--- config.mk ---
export PLATFORM = sky130hd
export DESIGN_NAME = opcode_decoder
export DESIGN_NICKNAME = d
export VERILOG_FILES = /design/src/opdec_pkg.sv /design/src/opcode_decoder.sv /design/src/opcode_table.sv
export SDC_FILE = /design/constraint.sdc
export NUM_CORES = 1
export LEC_CHECK = 0
export BUFFER_PORTS_ARGS = -buffer_cell sky130_fd_sc_hd__buf_2
export CAP_MARGIN = 30
export CORE_UTILIZATION = 45
export CTS_CLUSTER_SIZE = 25
export DETAILED_ROUTE_END_ITERATION = 6
export HOLD_SLACK_MARGIN = 0.06
export PLACE_DENSITY = 0.71
export SLEW_MARGIN = 20
export SYNTH_ARGS = -nofsm -noshare
export SYNTH_HDL_FRONTEND = slang
export SYNTH_HIERARCHICAL = 1
export SYNTH_SLANG_ARGS = --single-unit
--- constraint.sdc ---
create_clock -name clk -period 2.5 [get_ports clk]
set_input_delay 0.5 -clock clk [delete_from_list [all_inputs] [get_ports clk]]
set_output_delay 0.5 -clock clk [all_outputs]
set_load 0.02 [all_outputs]
--- src/opdec_pkg.sv ---
// Purpose: Constants and types for the byte-CPU opcode decoder.
// Assumes: 8-bit opcodes, core clock at 40 MHz, no software registers.
// Notes: Opcode values and timing figures are named once here.
package opdec_pkg;
  localparam int          CLK_HZ          = 40000000;
  localparam logic [1:0]  CLKS_PER_MCYCLE = 2'h2;
  localparam logic [1:0]  LEN_ONE         = 2'h1;
  localparam logic [1:0]  LEN_TWO         = 2'h2;
  localparam logic [1:0]  LEN_THREE       = 2'h3;
  localparam logic [2:0]  MC_ONE          = 3'h1;
  localparam logic [2:0]  MC_TWO          = 3'h2;
  localparam logic [2:0]  MC_FOUR         = 3'h4;
  localparam logic [4:0]  ABS_LOW         = 5'h01;
  localparam logic [4:0]  CALL_LOW        = 5'h11;
  localparam logic [15:0] PC_RESET        = 16'h0000;

  localparam logic [7:0] OP_NOP   = 8'h00;
  localparam logic [7:0] OP_LONG_JUMP  = 8'h02;
  localparam logic [7:0] OP_BIT_BR_CLR = 8'h10;
  localparam logic [7:0] OP_LONG_CALL  = 8'h12;
  localparam logic [7:0] OP_JB    = 8'h20;
  localparam logic [7:0] OP_RET   = 8'h22;
  localparam logic [7:0] OP_JNB   = 8'h30;
  localparam logic [7:0] OP_INT_RET    = 8'h32;
  localparam logic [7:0] OP_JC    = 8'h40;
  localparam logic [7:0] OP_JNC   = 8'h50;
  localparam logic [7:0] OP_JZ    = 8'h60;
  localparam logic [7:0] OP_JNZ   = 8'h70;
  localparam logic [7:0] OP_ORLNC = 8'h72;
  localparam logic [7:0] OP_JMPAD = 8'h73;
  localparam logic [7:0] OP_MOVAI = 8'h74;
  localparam logic [7:0] OP_MOVDI = 8'h75;
  localparam logic [7:0] OP_SHORT_JUMP = 8'h80;
  localparam logic [7:0] OP_ANLC  = 8'h82;
  localparam logic [7:0] OP_CPC   = 8'h83;
  localparam logic [7:0] OP_MOVDD = 8'h85;
  localparam logic [7:0] OP_DPLD  = 8'h90;
  localparam logic [7:0] OP_MOVBC = 8'h92;
  localparam logic [7:0] OP_CDP   = 8'h93;
  localparam logic [7:0] OP_ORLNB = 8'hA0;
  localparam logic [7:0] OP_MOVCB = 8'hA2;
  localparam logic [7:0] OP_ANLNB = 8'hB0;
  localparam logic [7:0] OP_CPLB  = 8'hB2;
  localparam logic [7:0] OP_CPLC  = 8'hB3;
  localparam logic [7:0] OP_CJAI  = 8'hB4;
  localparam logic [7:0] OP_CJAD  = 8'hB5;
  localparam logic [7:0] OP_PUSH  = 8'hC0;
  localparam logic [7:0] OP_CLRB  = 8'hC2;
  localparam logic [7:0] OP_CLRC  = 8'hC3;
  localparam logic [7:0] OP_SWAP_DIR   = 8'hC5;
  localparam logic [7:0] OP_POP   = 8'hD0;
  localparam logic [7:0] OP_SETB  = 8'hD2;
  localparam logic [7:0] OP_SETC  = 8'hD3;
  localparam logic [7:0] OP_DJD   = 8'hD5;
  localparam logic [7:0] OP_XRDP  = 8'hE0;
  localparam logic [7:0] OP_MOVAD = 8'hE5;
  localparam logic [7:0] OP_XWDP  = 8'hF0;
  localparam logic [7:0] OP_MOVDA = 8'hF5;

  // Upper five bits of the eight-wide register groups.
  localparam logic [4:0] G_MOVRD  = 5'h15;
  localparam logic [4:0] G_MOVAR  = 5'h1D;
  localparam logic [4:0] G_MOVRA  = 5'h1F;
  localparam logic [4:0] G_MOVRI  = 5'h0F;
  localparam logic [4:0] G_MOVDR  = 5'h11;
  localparam logic [4:0] G_CJR    = 5'h17;
  localparam logic [4:0] G_DJR    = 5'h1B;
  localparam logic [4:0] G_XCHR   = 5'h19;
  // Upper seven bits of the pointer-register pairs.
  localparam logic [6:0] P_MOVID  = 7'h53;
  localparam logic [6:0] P_XRRI   = 7'h71;
  localparam logic [6:0] P_XWRI   = 7'h79;
  localparam logic [6:0] P_XCHDI  = 7'h6B;
  localparam logic [6:0] P_CJI    = 7'h5B;
  localparam logic [6:0] P_MOVAP  = 7'h73;
  localparam logic [6:0] P_MOVPA  = 7'h7B;
  localparam logic [6:0] P_MOVPI  = 7'h3B;
  localparam logic [6:0] P_MOVDP  = 7'h43;
  localparam logic [6:0] P_XCHP   = 7'h63;

  typedef enum logic [3:0] {
    CL_OTHER  = 4'h0,
    CL_MOVE   = 4'h1,
    CL_EXT    = 4'h2,
    CL_CODE   = 4'h3,
    CL_STACK  = 4'h4,
    CL_SWAP   = 4'h5,
    CL_BOOL   = 4'h6,
    CL_ABS    = 4'h7,
    CL_LONG   = 4'h8,
    CL_RET    = 4'h9,
    CL_REL    = 4'hA,
    CL_COND   = 4'hB,
    CL_INDJ   = 4'hC,
    CL_NOP    = 4'hD
  } op_class_t;

  typedef enum logic [1:0] {
    ST_FETCH   = 2'h0,
    ST_OPERAND = 2'h1,
    ST_EXEC    = 2'h2
  } dec_state_t;
endpackage : opdec_pkg

--- src/opcode_decoder.sv ---
// Purpose: Fetch and sequence instructions, decode register and jump fields.
// Assumes: Program memory answers in the same cycle as code_addr is held.
// Notes: Branch decisions come from the datapath as take_branch.
`timescale 1ns/1ps
module opcode_decoder
  import opdec_pkg::*;
(
  input  wire logic        clk,
  input  wire logic        rst,
  input  wire logic [7:0]  code_data,
  input  wire logic        take_branch,
  input  wire logic [15:0] jump_base,
  output logic [15:0]      code_addr,
  output logic [15:0]      pc,
  output logic [7:0]       opcode,
  output logic [7:0]       operand1,
  output logic [7:0]       operand2,
  output op_class_t        op_class,
  output logic [1:0]       op_len,
  output logic [2:0]       op_mcycles,
  output logic [2:0]       working_register,
  output logic             pointer_register,
  output logic [10:0]      abs_target,
  output logic             mcycle_tick,
  output logic             exec_done
);
  dec_state_t  state;
  logic [1:0]  phase;
  logic [1:0]  bytes_got;
  logic [2:0]  mc_left;
  op_class_t   t_class;
  logic [1:0]  t_len;
  logic [2:0]  t_mc;
  logic [15:0] rel_target;

  opcode_table u_table (
    .opcode     (code_data),
    .op_class   (t_class),
    .op_len     (t_len),
    .op_mcycles (t_mc)
  );

  // Core clock divided by two into machine cycles.
  always_ff @(posedge clk)
  begin
    if (rst)
    begin
      phase       <= 2'h0;
      mcycle_tick <= 1'b0;
    end
    else
    begin
      mcycle_tick <= (phase == CLKS_PER_MCYCLE - 2'h1);
      phase <= (phase == CLKS_PER_MCYCLE - 2'h1) ? 2'h0 : phase + 2'h1;
    end
  end

  // The displacement is added to the PC already past the whole instruction.
  assign rel_target = pc + {{8{operand1[7]}}, operand1};

  always_ff @(posedge clk)
  begin
    if (rst)
    begin
      state <= ST_FETCH; pc <= PC_RESET; code_addr <= PC_RESET;
      opcode <= OP_NOP; operand1 <= 8'h00; operand2 <= 8'h00;
      op_class <= CL_NOP; op_len <= LEN_ONE; op_mcycles <= MC_ONE;
      working_register <= 3'h0; pointer_register <= 1'b0;
      abs_target <= 11'h000; bytes_got <= 2'h0; mc_left <= 3'h0;
      exec_done <= 1'b0;
    end
    else
    begin
      exec_done <= 1'b0;
      case (state)
        ST_FETCH:
        begin
          opcode <= code_data; op_class <= t_class;
          op_len <= t_len; op_mcycles <= t_mc;
          working_register <= code_data[2:0];
          pointer_register <= code_data[0];
          abs_target <= {code_data[7:5], 8'h00};
          pc <= pc + 16'h0001; code_addr <= pc + 16'h0001;
          bytes_got <= LEN_ONE;
          mc_left <= t_mc;
          state <= (t_len == LEN_ONE) ? ST_EXEC : ST_OPERAND;
        end
        ST_OPERAND:
        begin
          if (bytes_got == LEN_ONE)
          begin
            operand1 <= code_data;
            abs_target <= {abs_target[10:8], code_data};
          end
          else
            operand2 <= code_data;
          pc <= pc + 16'h0001; code_addr <= pc + 16'h0001;
          bytes_got <= bytes_got + 2'h1;
          if (bytes_got + 2'h1 == op_len)
            state <= ST_EXEC;
        end
        ST_EXEC:
        begin
          if (mcycle_tick)
          begin
            if (mc_left <= MC_ONE)
            begin
              exec_done <= 1'b1;
              state <= ST_FETCH;
              if (op_class == CL_ABS)
              begin
                pc <= {pc[15:11], abs_target}; code_addr <= {pc[15:11], abs_target};
              end
              else if (op_class == CL_LONG || op_class == CL_RET || op_class == CL_INDJ)
              begin
                pc <= jump_base; code_addr <= jump_base;
              end
              else if (op_class == CL_REL || (op_class == CL_COND && take_branch))
              begin
                pc <= (op_len == LEN_THREE) ? pc + {{8{operand2[7]}}, operand2} : rel_target;
                code_addr <= (op_len == LEN_THREE) ? pc + {{8{operand2[7]}}, operand2} : rel_target;
              end
            end
            mc_left <= mc_left - 3'h1;
          end
        end
        default: state <= ST_FETCH;
      endcase
    end
  end

  mc_tick_a: assert property (@(posedge clk) disable iff (rst)
    mcycle_tick |=> !mcycle_tick ##1 mcycle_tick) else $error("tick spacing wrong");
  len_fetch_a: assert property (@(posedge clk) disable iff (rst)
    (state == ST_FETCH && t_len == LEN_THREE) |=> state == ST_OPERAND ##1 state == ST_OPERAND ##1 state == ST_EXEC) else $error("operand count wrong");
  reg_index_a: assert property (@(posedge clk) disable iff (rst)
    state == ST_FETCH |=> working_register == $past(code_data[2:0])) else $error("register index wrong");
  abs_hi_a: assert property (@(posedge clk) disable iff (rst)
    (state == ST_FETCH && t_class == CL_ABS) |=> abs_target[10:8] == $past(code_data[7:5])) else $error("abs bits wrong");
  pc_step_a: assert property (@(posedge clk) disable iff (rst)
    state != ST_EXEC |=> pc == $past(pc) + 16'h0001) else $error("pc not stepped");
  movdd_len_a: assert property (@(posedge clk) disable iff (rst)
    (state == ST_FETCH && code_data == OP_MOVDD) |=> op_len == LEN_THREE && op_mcycles == MC_TWO) else $error("move length wrong");
  ret_cyc_a: assert property (@(posedge clk) disable iff (rst)
    (state == ST_FETCH && (code_data == OP_RET || code_data == OP_INT_RET)) |=> op_len == LEN_ONE && op_mcycles == MC_TWO) else $error("return timing wrong");
  xch_cyc_a: assert property (@(posedge clk) disable iff (rst)
    (state == ST_FETCH && code_data[7:1] == P_XCHDI) |=> op_mcycles == MC_ONE && op_class == CL_SWAP) else $error("exchange timing wrong");
  movcb_a: assert property (@(posedge clk) disable iff (rst)
    (state == ST_FETCH && code_data == OP_MOVCB) |=> op_mcycles == MC_ONE && op_len == LEN_TWO) else $error("bit move wrong");
endmodule : opcode_decoder

--- src/opcode_table.sv ---
// Purpose: Combinational opcode table giving class, length and cycles.
// Assumes: Opcodes outside the covered groups fall back to one byte.
// Notes: Arithmetic and logical groups are decoded elsewhere.
`timescale 1ns/1ps
module opcode_table
  import opdec_pkg::*;
(
  input  wire logic [7:0] opcode,
  output op_class_t       op_class,
  output logic [1:0]      op_len,
  output logic [2:0]      op_mcycles
);
  always_comb
  begin
    op_class   = CL_OTHER;
    op_len     = LEN_ONE;
    op_mcycles = MC_ONE;
    if (opcode[4:0] == ABS_LOW || opcode[4:0] == CALL_LOW)
    begin
      op_class = CL_ABS; op_len = LEN_TWO; op_mcycles = MC_TWO;
    end
    else
    case (opcode[7:3])
      G_MOVRD: begin op_class = CL_MOVE; op_len = LEN_TWO; op_mcycles = MC_TWO; end
      G_MOVDR: begin op_class = CL_MOVE; op_len = LEN_TWO; op_mcycles = MC_TWO; end
      G_MOVAR, G_MOVRA: begin op_class = CL_MOVE; end
      G_MOVRI: begin op_class = CL_MOVE; op_len = LEN_TWO; end
      G_CJR:   begin op_class = CL_COND; op_len = LEN_THREE; op_mcycles = MC_TWO; end
      G_DJR:   begin op_class = CL_COND; op_len = LEN_TWO; op_mcycles = MC_TWO; end
      G_XCHR:  begin op_class = CL_SWAP; end
      default:
      case (opcode[7:1])
        P_MOVID: begin op_class = CL_MOVE; op_len = LEN_TWO; op_mcycles = MC_TWO; end
        P_MOVDP: begin op_class = CL_MOVE; op_len = LEN_TWO; op_mcycles = MC_TWO; end
        P_MOVAP, P_MOVPA: begin op_class = CL_MOVE; end
        P_MOVPI: begin op_class = CL_MOVE; op_len = LEN_TWO; end
        P_XRRI, P_XWRI: begin op_class = CL_EXT; op_mcycles = MC_TWO; end
        P_XCHDI, P_XCHP: begin op_class = CL_SWAP; end
        P_CJI:   begin op_class = CL_COND; op_len = LEN_THREE; op_mcycles = MC_TWO; end
        default:
        case (opcode)
          OP_NOP:   begin op_class = CL_NOP; end
          OP_MOVAD, OP_MOVDA, OP_MOVAI: begin op_class = CL_MOVE; op_len = LEN_TWO; end
          OP_MOVDD, OP_MOVDI: begin op_class = CL_MOVE; op_len = LEN_THREE; op_mcycles = MC_TWO; end
          OP_DPLD:  begin op_class = CL_MOVE; op_len = LEN_THREE; op_mcycles = MC_TWO; end
          OP_CDP, OP_CPC: begin op_class = CL_CODE; op_mcycles = MC_TWO; end
          OP_XRDP, OP_XWDP: begin op_class = CL_EXT; op_mcycles = MC_TWO; end
          OP_PUSH, OP_POP: begin op_class = CL_STACK; op_len = LEN_TWO; op_mcycles = MC_TWO; end
          OP_SWAP_DIR: begin op_class = CL_SWAP; op_len = LEN_TWO; end
          OP_CLRC, OP_SETC, OP_CPLC: begin op_class = CL_BOOL; end
          OP_CLRB, OP_SETB, OP_CPLB, OP_MOVCB: begin op_class = CL_BOOL; op_len = LEN_TWO; end
          OP_MOVBC, OP_ANLC, OP_ORLNB, OP_ANLNB, OP_ORLNC: begin op_class = CL_BOOL; op_len = LEN_TWO; op_mcycles = MC_TWO; end
          OP_LONG_CALL, OP_LONG_JUMP: begin op_class = CL_LONG; op_len = LEN_THREE; op_mcycles = MC_TWO; end
          OP_RET, OP_INT_RET: begin op_class = CL_RET; op_mcycles = MC_TWO; end
          OP_SHORT_JUMP: begin op_class = CL_REL; op_len = LEN_TWO; op_mcycles = MC_TWO; end
          OP_JB, OP_JNB, OP_BIT_BR_CLR, OP_CJAI, OP_CJAD, OP_DJD: begin op_class = CL_COND; op_len = LEN_THREE; op_mcycles = MC_TWO; end
          OP_JZ, OP_JNZ, OP_JC, OP_JNC: begin op_class = CL_COND; op_len = LEN_TWO; op_mcycles = MC_TWO; end
          OP_JMPAD: begin op_class = CL_INDJ; op_mcycles = MC_TWO; end
          default:  begin op_class = CL_OTHER; end
        endcase
      endcase
    endcase
  end
endmodule : opcode_table

==> metrics.md, run 1 <==
| Metric | Value |
|---|---|
| Status | complete, but fails checks |
| Failing checks | negative setup slack |
| Final ANT Viol Nets | 0 |
| NetSw | 2.51 mW |
| Slew Viols, Final | 0 |
| Cell-internal power | 3.25 mW |
| Area delta synth->final | 25.5% |
| H-tree levels | 3 |
| Die X | 114 microns |
| EDFF count, synth | 0 |
| Crit path largest cell delay | 510 ps |
| Initial DRT Pass Iterations | 5 |
| Largest family of logic cells by synthesized area | simple AND/OR/NAND/NOR gates |
| Via density | 5.93 |
| Syn_nets | 774 |
| Slew @ Worst Pin | 954 ps |
| Min-delay worst type | reg2reg |
| Peak supply drop | 0.373 mV |
| Via count | 5994 |
| Initial antenna violation count | 0 |
| Commonest non-fill, non-tap cell in the layout | buf_2 |
| Mux share of post-synthesis cell area | 4.08% |
| Gr ovfl total | 0 |
| Number of synthesized register bits | 76 |
| Largest net degree at the start of global routing | 56 |
| CTS tree | yes |
| Buf/Inv on CP | 0 |
| Synth Area in Adders | 5.27% |
| Initial Util | 46.5% |
| Sequential share of power | 30.3% |
| CP arrival | 2810 ps |
| Drt wl/cell | 18.5 microns |
| Sw Ratio | 43.6% |
| CP cell instances | nand2_8 -> mux2_2 -> ha_4 -> o211ai_1 -> o21ai_2 -> o21ai_2 -> or4_1 -> a31oi_2 -> a311oi_1 |
| Clock Power Share | 23.7% |
| Final Skew | 8.28 ps |
| Post-DP HPWL | 13300 microns |
| Vias in the first global route | 5497 |
| CTS Buffer Depth | 2 |
| Pwr dens | 819 nW/um^2 |
| Most frequent cells in the layout | 108 x buf_2, 90 x nand2_1, 78 x a21oi_1, 74 x dfxtp_1, 66 x nor2_1 |
| Relative slew slack | 36.3% |
| GR Util All Layers | 28.2% |
| Dpl ws | -98.3 ps |
| Leakage | 2.91 nW |
| Cell Rows | 40 |
| Crit path max-delay family | compound AO/OA/AOI/OAI gates |
| Worst Hold Slack | 436 ps |
| Final #Nets | 888 |
| Pwr Total | 5.76 mW |
| Core area | 12100 sq um |
| Slowest cell on crit path | or4_1 |
| Register clock-pin slew on the reported worst setup and hold paths | 70 ps |
| CP Launch Type | flop |
| Crit Path Category | reg2reg |
| I/O pin cnt | 109 |
| Root Buffer | clkbuf_16 |
| Fraction of final layout cells sized beyond drive strength 1 | 29.9% |
| Worst-path maximum fanout | 8 |
| Fmax | 384 MHz |
| Port Buffers | 108 |
| GP Congestion | 0.920 |
| Cell mode on critical path | o21ai_2 |
| First DRT Iteration DRCs | 633 |
| # Max-Cap Violations | 0 |
| Synth cell types | 90 |
| Synth Area in Compound Gates | 26.1% |
| Top FF cell, synth | dfxtp_1 |
| Minimum clock period | 2600 ps |
| Syn Area/Cell | 7.75 sq um |
| Simple-Gate Fraction of Synth Area | 26.7% |
| Post-synth ARST share | 0% |
| Clk Latency, worst-skew pair | 340 ps |
| Tcrit/Tclk final | 104% |
| Die Y-Extent | 114 microns |
| Post-Synthesis Cells | 724 |
| Synth warn | 6 |
| CTS Buf Count | 9 |
| Worst setup EP type | flop |
| Clock Sinks | 76 |
| Cts hold-fix bufs | 0 |
| Sequential area share after synthesis | 27.1% |
| # DRC | 0 |
| RSZ-0062 raised after global routing | true |
| Final setup margin | -102 ps |
| First-pass GRT wire length | 28700 microns |
| Endpoints failing setup | 9 |
| Number of diodes | 0 |
| Post-Synth XOR/XNOR Area | 2.66% |
| Logic pwr share | 46.0% |
| Post-synthesis instance area | 5610 sq um |
| Final hold violation count | 0 |
| Critical Path RT | 2710 ps |
| Die ar. | 12900 sq um |
| Total Wirelength | 18700 microns |
flip-flops by register name (all words and copies together) (netlist names), 2 cells and up:
| register | cells |
|---|---|
| abs_target | 11 |
| bytes_got | 2 |
| code_addr | 16 |
| mc_left | 3 |
| op_class | 4 |
| op_len | 2 |
| op_mcycles | 3 |
| opcode | 8 |
| operand1 | 8 |
| operand2 | 8 |
| pc | 5 |
| phase | 2 |
| state | 2 |
stage by stage:
stage	cell area, sq um	setup TNS, ps	utilization [%]	cells
floorplan	5650	0	-	724
global placement	6430	-216	53.3	992
detailed placement	6430	-809	53.3	992
CTS	6820	-322	56.5	1008
global route	7040	-1920	58.3	1011
finish	7040	-461	58.3	1011
cells in the mapped netlist, types with 4 or more instances:
master / n / area share [%]
nand2_1: 90 / 6.0
a21oi_1: 84 / 7.5
dfxtp_1: 76 / 27
nor2_1: 67 / 4.5
o21ai_0: 27 / 2.4
nand3_1: 25 / 2.2
ha_1: 22 / 4.9
buf_4: 18 / 2.4
clkbuf_1: 18 / 1.2
a211oi_1: 16 / 2.1
buf_2: 16 / 1.4
inv_1: 16 / 1.1
nor3_1: 16 / 1.4
mux2i_1: 15 / 2.7
nor2b_1: 14 / 1.6
nand4_1: 11 / 1.2
nand2b_1: 10 / 1.1
nand3b_1: 9 / 1.2
xnor2_1: 9 / 1.4
a311oi_1: 8 / 1.2
xor2_1: 8 / 1.2
mux2_2: 7 / 1.4
o21ai_1: 7 / 0.62
a21o_1: 6 / 0.80
a221oi_1: 5 / 0.78
a31oi_1: 5 / 0.56
and3b_1: 5 / 0.78
buf_6: 5 / 1.0
o211ai_1: 5 / 0.67
o31ai_1: 5 / 0.67
a32oi_1: 4 / 0.62
nand4b_1: 4 / 0.62
nor3b_1: 4 / 0.54
nor4_1: 4 / 0.45
o21bai_1: 4 / 0.54
routing by layer:
layer	global-route usage, %	share of wire [%]	up-vias
li1	-	-	2854
met1	36.0	43	2861
met2	48.5	49	237
met3	3.19	5.2	42
met4	11.3	2.9	0
met5	0	0	-
cells by family (layout without fill, tap and decap cells):
family	count (synthesis)	after routing
DFF	76	76
AOI/OAI and AO/OA	219	219
adders and majority gates	23	23
buffers and inverters	77	196
other	1	1
muxes	22	22
and+or+nand+nor	289	289
xor gates and xnor gates	17	17
final timing paths:
check / from / depth (start not counted) / slack [ps] / endpoint
setup / recovery: op_len[1] / 9 / -100 / code_addr[12]
hold / removal: phase[0] / 1 / 440 / phase[0]
setup reg to reg: op_len[1] / 9 / -100 / code_addr[12]
hold reg to reg: phase[0] / 1 / 440 / phase[0]
power groups by stage:
| stage | registers [mW] | clock network, mW | logic (mW) |
|---|---|---|---|
| 3_3_place_gp | 1.72 | 0 | 2.44 |
| 4_1_cts | 1.73 | 1.37 | 2.54 |
| 2_1_floorplan | 1.92 | 0 | 1.60 |
| 6_report | 1.75 | 1.36 | 2.65 |
| 3_5_place_dp | 1.74 | 0 | 2.50 |
| 5_1_grt | 1.77 | 1.43 | 2.87 |
timing repair:
action / in CTS / in global routing
endpoints found under the setup margin: 16 / 18
pin swaps: 9 / 27
gates resized for setup: 11 / 29
gates cloned: 0 / 0
setup buffers: 0 / 3
area by class of cell:
type                    instances  area (sq um)
flip-flops and latches         76          1530
well taps                     168           210
clock buffers                  10           239
fillers                      1127          5030
repair buffers                163           970
inverters                      17          66.3
clock inverters                 6          71.3
multi-input cells             571          3950
No activity file was read; power rests on OpenSTA's default activity.
==> inputs of run 2 (changes only) <==
ABC_AREA = 1   (was not set)
BUFFER_PORTS_ARGS = -buffer_cell sky130_fd_sc_hd__buf_4   (was -buffer_cell sky130_fd_sc_hd__buf_2)
==> run 2 against run 1 <==
The flow now finishes without violations. Register-to-register slack improved by 320 ps. Highest routed layer unchanged. Maximum frequency increased by 14%. Non-clock buffer count decreased by 42. Cell count increased by 14%. Clock skew decreased by 1.5 ps. Utilization decreased by 2.2 points. Clock power increased by 7%.
==> metrics.md, run 2 <==
| Metric | Value |
|---|---|
| Via density | 5.27 (was 5.93) |
| Final setup margin | 214 ps (was -102 ps) |
| Slew Viols, Final | 0 (unchanged) |
| Root Buffer | clkbuf_16 (unchanged) |
| Drt wl/cell | 14.8 microns (was 18.5 microns) |
| Die Y-Extent | 113 microns (was 114 microns) |
| Clock Sinks | 76 (unchanged) |
| Top post-synthesis cells by count | 256 x nand2_1, 116 x nor2_1, 107 x inv_1 (was 90 x nand2_1, 84 x a21oi_1, 76 x dfxtp_1) |
| H-tree levels | 3 (unchanged) |
| Worst-path maximum fanout | 12 (was 8) |
| Register clock-pin slew on the reported worst setup and hold paths | 60 ps (was 70 ps) |
| Core area | 12000 sq um (was 12100 sq um) |
| Dpl ws | 113 ps (was -98.3 ps) |
| CTS Buffer Depth | 2 (unchanged) |
| Post-synthesis instance area | 5510 sq um (was 5610 sq um) |
| TNS Setup | 0 ps (was -461 ps) |
| Port Buffers | 108 (unchanged) |
| Syn Area/Cell | 6.05 sq um (was 7.75 sq um) |
| Min-delay worst type | reg2reg (unchanged) |
| Initial Util | 46.1% (was 46.5%) |
| First DRT Iteration DRCs | 392 (was 633) |
| Grt peak-use layer | met2 (unchanged) |
| Initial antenna violation count | 0 (unchanged) |
| Minimum clock period | 2290 ps (was 2600 ps) |
| Top cell type by total area after synthesis | dfxtp_1 (unchanged) |
| Synth warn | 6 (unchanged) |
| Clk Latency, worst-skew pair | 350 ps (was 340 ps) |
| M3 GR Usage | 4.50% (was 3.19%) |
| # DRC | 0 (unchanged) |
| Fmax | 437 MHz (was 384 MHz) |
| Cell Rows | 40 (unchanged) |
| CP Launch Type | flop (unchanged) |
| Post-DP HPWL | 13000 microns (was 13300 microns) |
| GR Util All Layers | 27.6% (was 28.2%) |
| CP arrival | 2530 ps (was 2810 ps) |
| Status | complete, no violations (was complete, but fails checks) |
| Final hold violation count | 0 (unchanged) |
| I/O pin cnt | 109 (unchanged) |
| Die X | 113 microns (was 114 microns) |
| Most common cell in the netlist | nand2_1 (unchanged) |
| GP Congestion | 0.954 (was 0.920) |
| First-pass GRT wire length | 27500 microns (was 28700 microns) |
| Number of diodes | 0 (unchanged) |
| Initial DRT Pass Iterations | 5 (unchanged) |
| CTS tree | yes (unchanged) |
| Synth top area share | 27.6% (was 27.1%) |
| Reg with most FFs | code_addr (unchanged) |
| Top FF cell, synth | dfxtp_1 (unchanged) |
| Post-CTS Setup Inserts | 0 (unchanged) |
| Gr ovfl total | 0 (unchanged) |
| Post-synth ARST share | 0% (unchanged) |
| Post-Synthesis Cells | 912 (was 724) |
| Most frequent cells in the layout | 255 x nand2_1, 120 x buf_4, 116 x nor2_1, 107 x inv_1, 78 x a21oi_1 (was 108 x buf_2, 90 x nand2_1, 78 x a21oi_1, 74 x dfxtp_1, 66 x nor2_1) |
| Die ar. | 12700 sq um (was 12900 sq um) |
| Endpoints failing setup | 0 (was 9) |
| Sequential area share after synthesis | 27.6% (was 27.1%) |
| Relative slew slack | 62.8% (was 36.3%) |
| Total Wirelength | 17100 microns (was 18700 microns) |
| Final #Nets | 1054 (was 888) |
| Area delta synth->final | 21.8% (was 25.5%) |
| Register-to-register setup slack | 210 ps (was -100 ps) |
| Largest net degree at the start of global routing | 41 (was 56) |
| Pwr dens | 1060 nW/um^2 (was 819 nW/um^2) |
| Vias in the first global route | 5504 (was 5497) |
| Worst Hold Slack | 429 ps (was 436 ps) |
| Fraction of final layout cells sized beyond drive strength 1 | 17.4% (was 29.9%) |
| Met2 Use GR | 45.7% (was 48.5%) |
| Synth area leaders | dfxtp_1 28%, nand2_1 17%, nor2_1 7.9% (was dfxtp_1 27%, a21oi_1 7.5%, nand2_1 6.0%) |
| Crit Path Category | reg2reg (unchanged) |
| Slew @ Worst Pin | 555 ps (was 954 ps) |
| Worst setup EP type | flop (unchanged) |
| CTS Buf Count | 9 (unchanged) |
| Critical Path RT | 2750 ps (was 2710 ps) |
| Leakage | 3.47 nW (was 2.91 nW) |
| Commonest non-fill, non-tap cell in the layout | nand2_1 (was buf_2) |
| Synth cell types | 43 (was 90) |
| Tcrit/Tclk final | 91.4% (was 104%) |
| Via count | 6097 (was 5994) |
| Placed cell count | 1140 (was 992) |
| Final ANT Viol Nets | 0 (unchanged) |
| Peak supply drop | 0.703 mV (was 0.373 mV) |
| Syn_nets | 962 (was 774) |
| Grt met1 use | 35.9% (was 36.0%) |
| Final Skew | 6.77 ps (was 8.28 ps) |
| # Max-Cap Violations | 0 (unchanged) |
| Finished Layout Cells | 1156 (was 1011) |
| Max FFs per register | 16 (unchanged) |
| Largest registers | code_addr (16), abs_target (11) (unchanged) |
| Number of synthesized register bits | 76 (unchanged) |
| EDFF count, synth | 0 (unchanged) |
| Final Util | 56.2% (was 58.3%) |
==> run 2: path summary, 6_finish.rpt <==
path	from	end	cells past startpoint
max reg2reg	op_len[1]	pc[11]	15
max	op_len[1]	pc[11]	15
min reg2reg	phase[0]	phase[0]	1
min	phase[0]	phase[0]	1
==> run 2: area by class of cell <==
type / instances / area [sq um]
fill: 1192 / 5250
multi-input combinational: 676 / 3310
sequential: 76 / 1520
timing repair buffer: 121 / 921
inverter: 120 / 453
clock buffer: 11 / 243
tap: 147 / 184
clock inverter: 5 / 82.6
==> run 2: worst max-delay path: stages, from the launching register on <==
cell	delay, ps
dfxtp_1	390
nand2_4	110
o21ai_0	380
ha_1	360
nand2_1	130
inv_1	50
a21oi_1	130
nand2_1	130
nand2_1	100
nand2_1	50
nand2_1	50
nand3_1	70
nand2_1	90
nand3_1	60
nand2_1	60
inv_1	30
==> run 2: cell families after synthesis <==
family,count (synthesis),share of synthesized area [%]
adder cells (fa/ha/maj),23,5.36
AND/OR/NAND/NOR,485,37.5
other,1,0.0680
AO/OA/AOI/OAI,157,15.3
buffers and inverters,160,12.6
XOR/XNOR,10,1.59
flip-flops,76,27.6
==> run 2: per-layer routing <==
metal	wire length [microns]	vias up	part of all wire, %
met1	7560	2752	44
met2	8070	224	47
met3	1200	27	7.0
li1	-	3094	-
met5	0	-	0
met4	328	0	1.9
==> run 2: what timing repair did <==
action                                  4_1_cts  5_1_grt
endpoints found under the setup margin        0       14
hold buffers                                  0        0
gates resized for setup                       0        3
endpoints found under the hold margin         0        0
==> run 2: report_power, final <==
part	internal [mW]	switching [mW]	total, mW
Clock	0.907	0.541	1.45
Sequential	1.55	0.368	1.91
Combinational	1.34	2.39	3.73
Total	3.80	3.30	7.10
==> run 2: per-stage QoR <==
step | total power, mW | cell area [sq um]
after floorplan | 4.43 | 5510
after global placement | 5.60 | 6380
after detailed placement | 5.62 | 6380
after CTS | 7.09 | 6700
after global routing | 7.59 | 6720
final | 7.10 | 6720
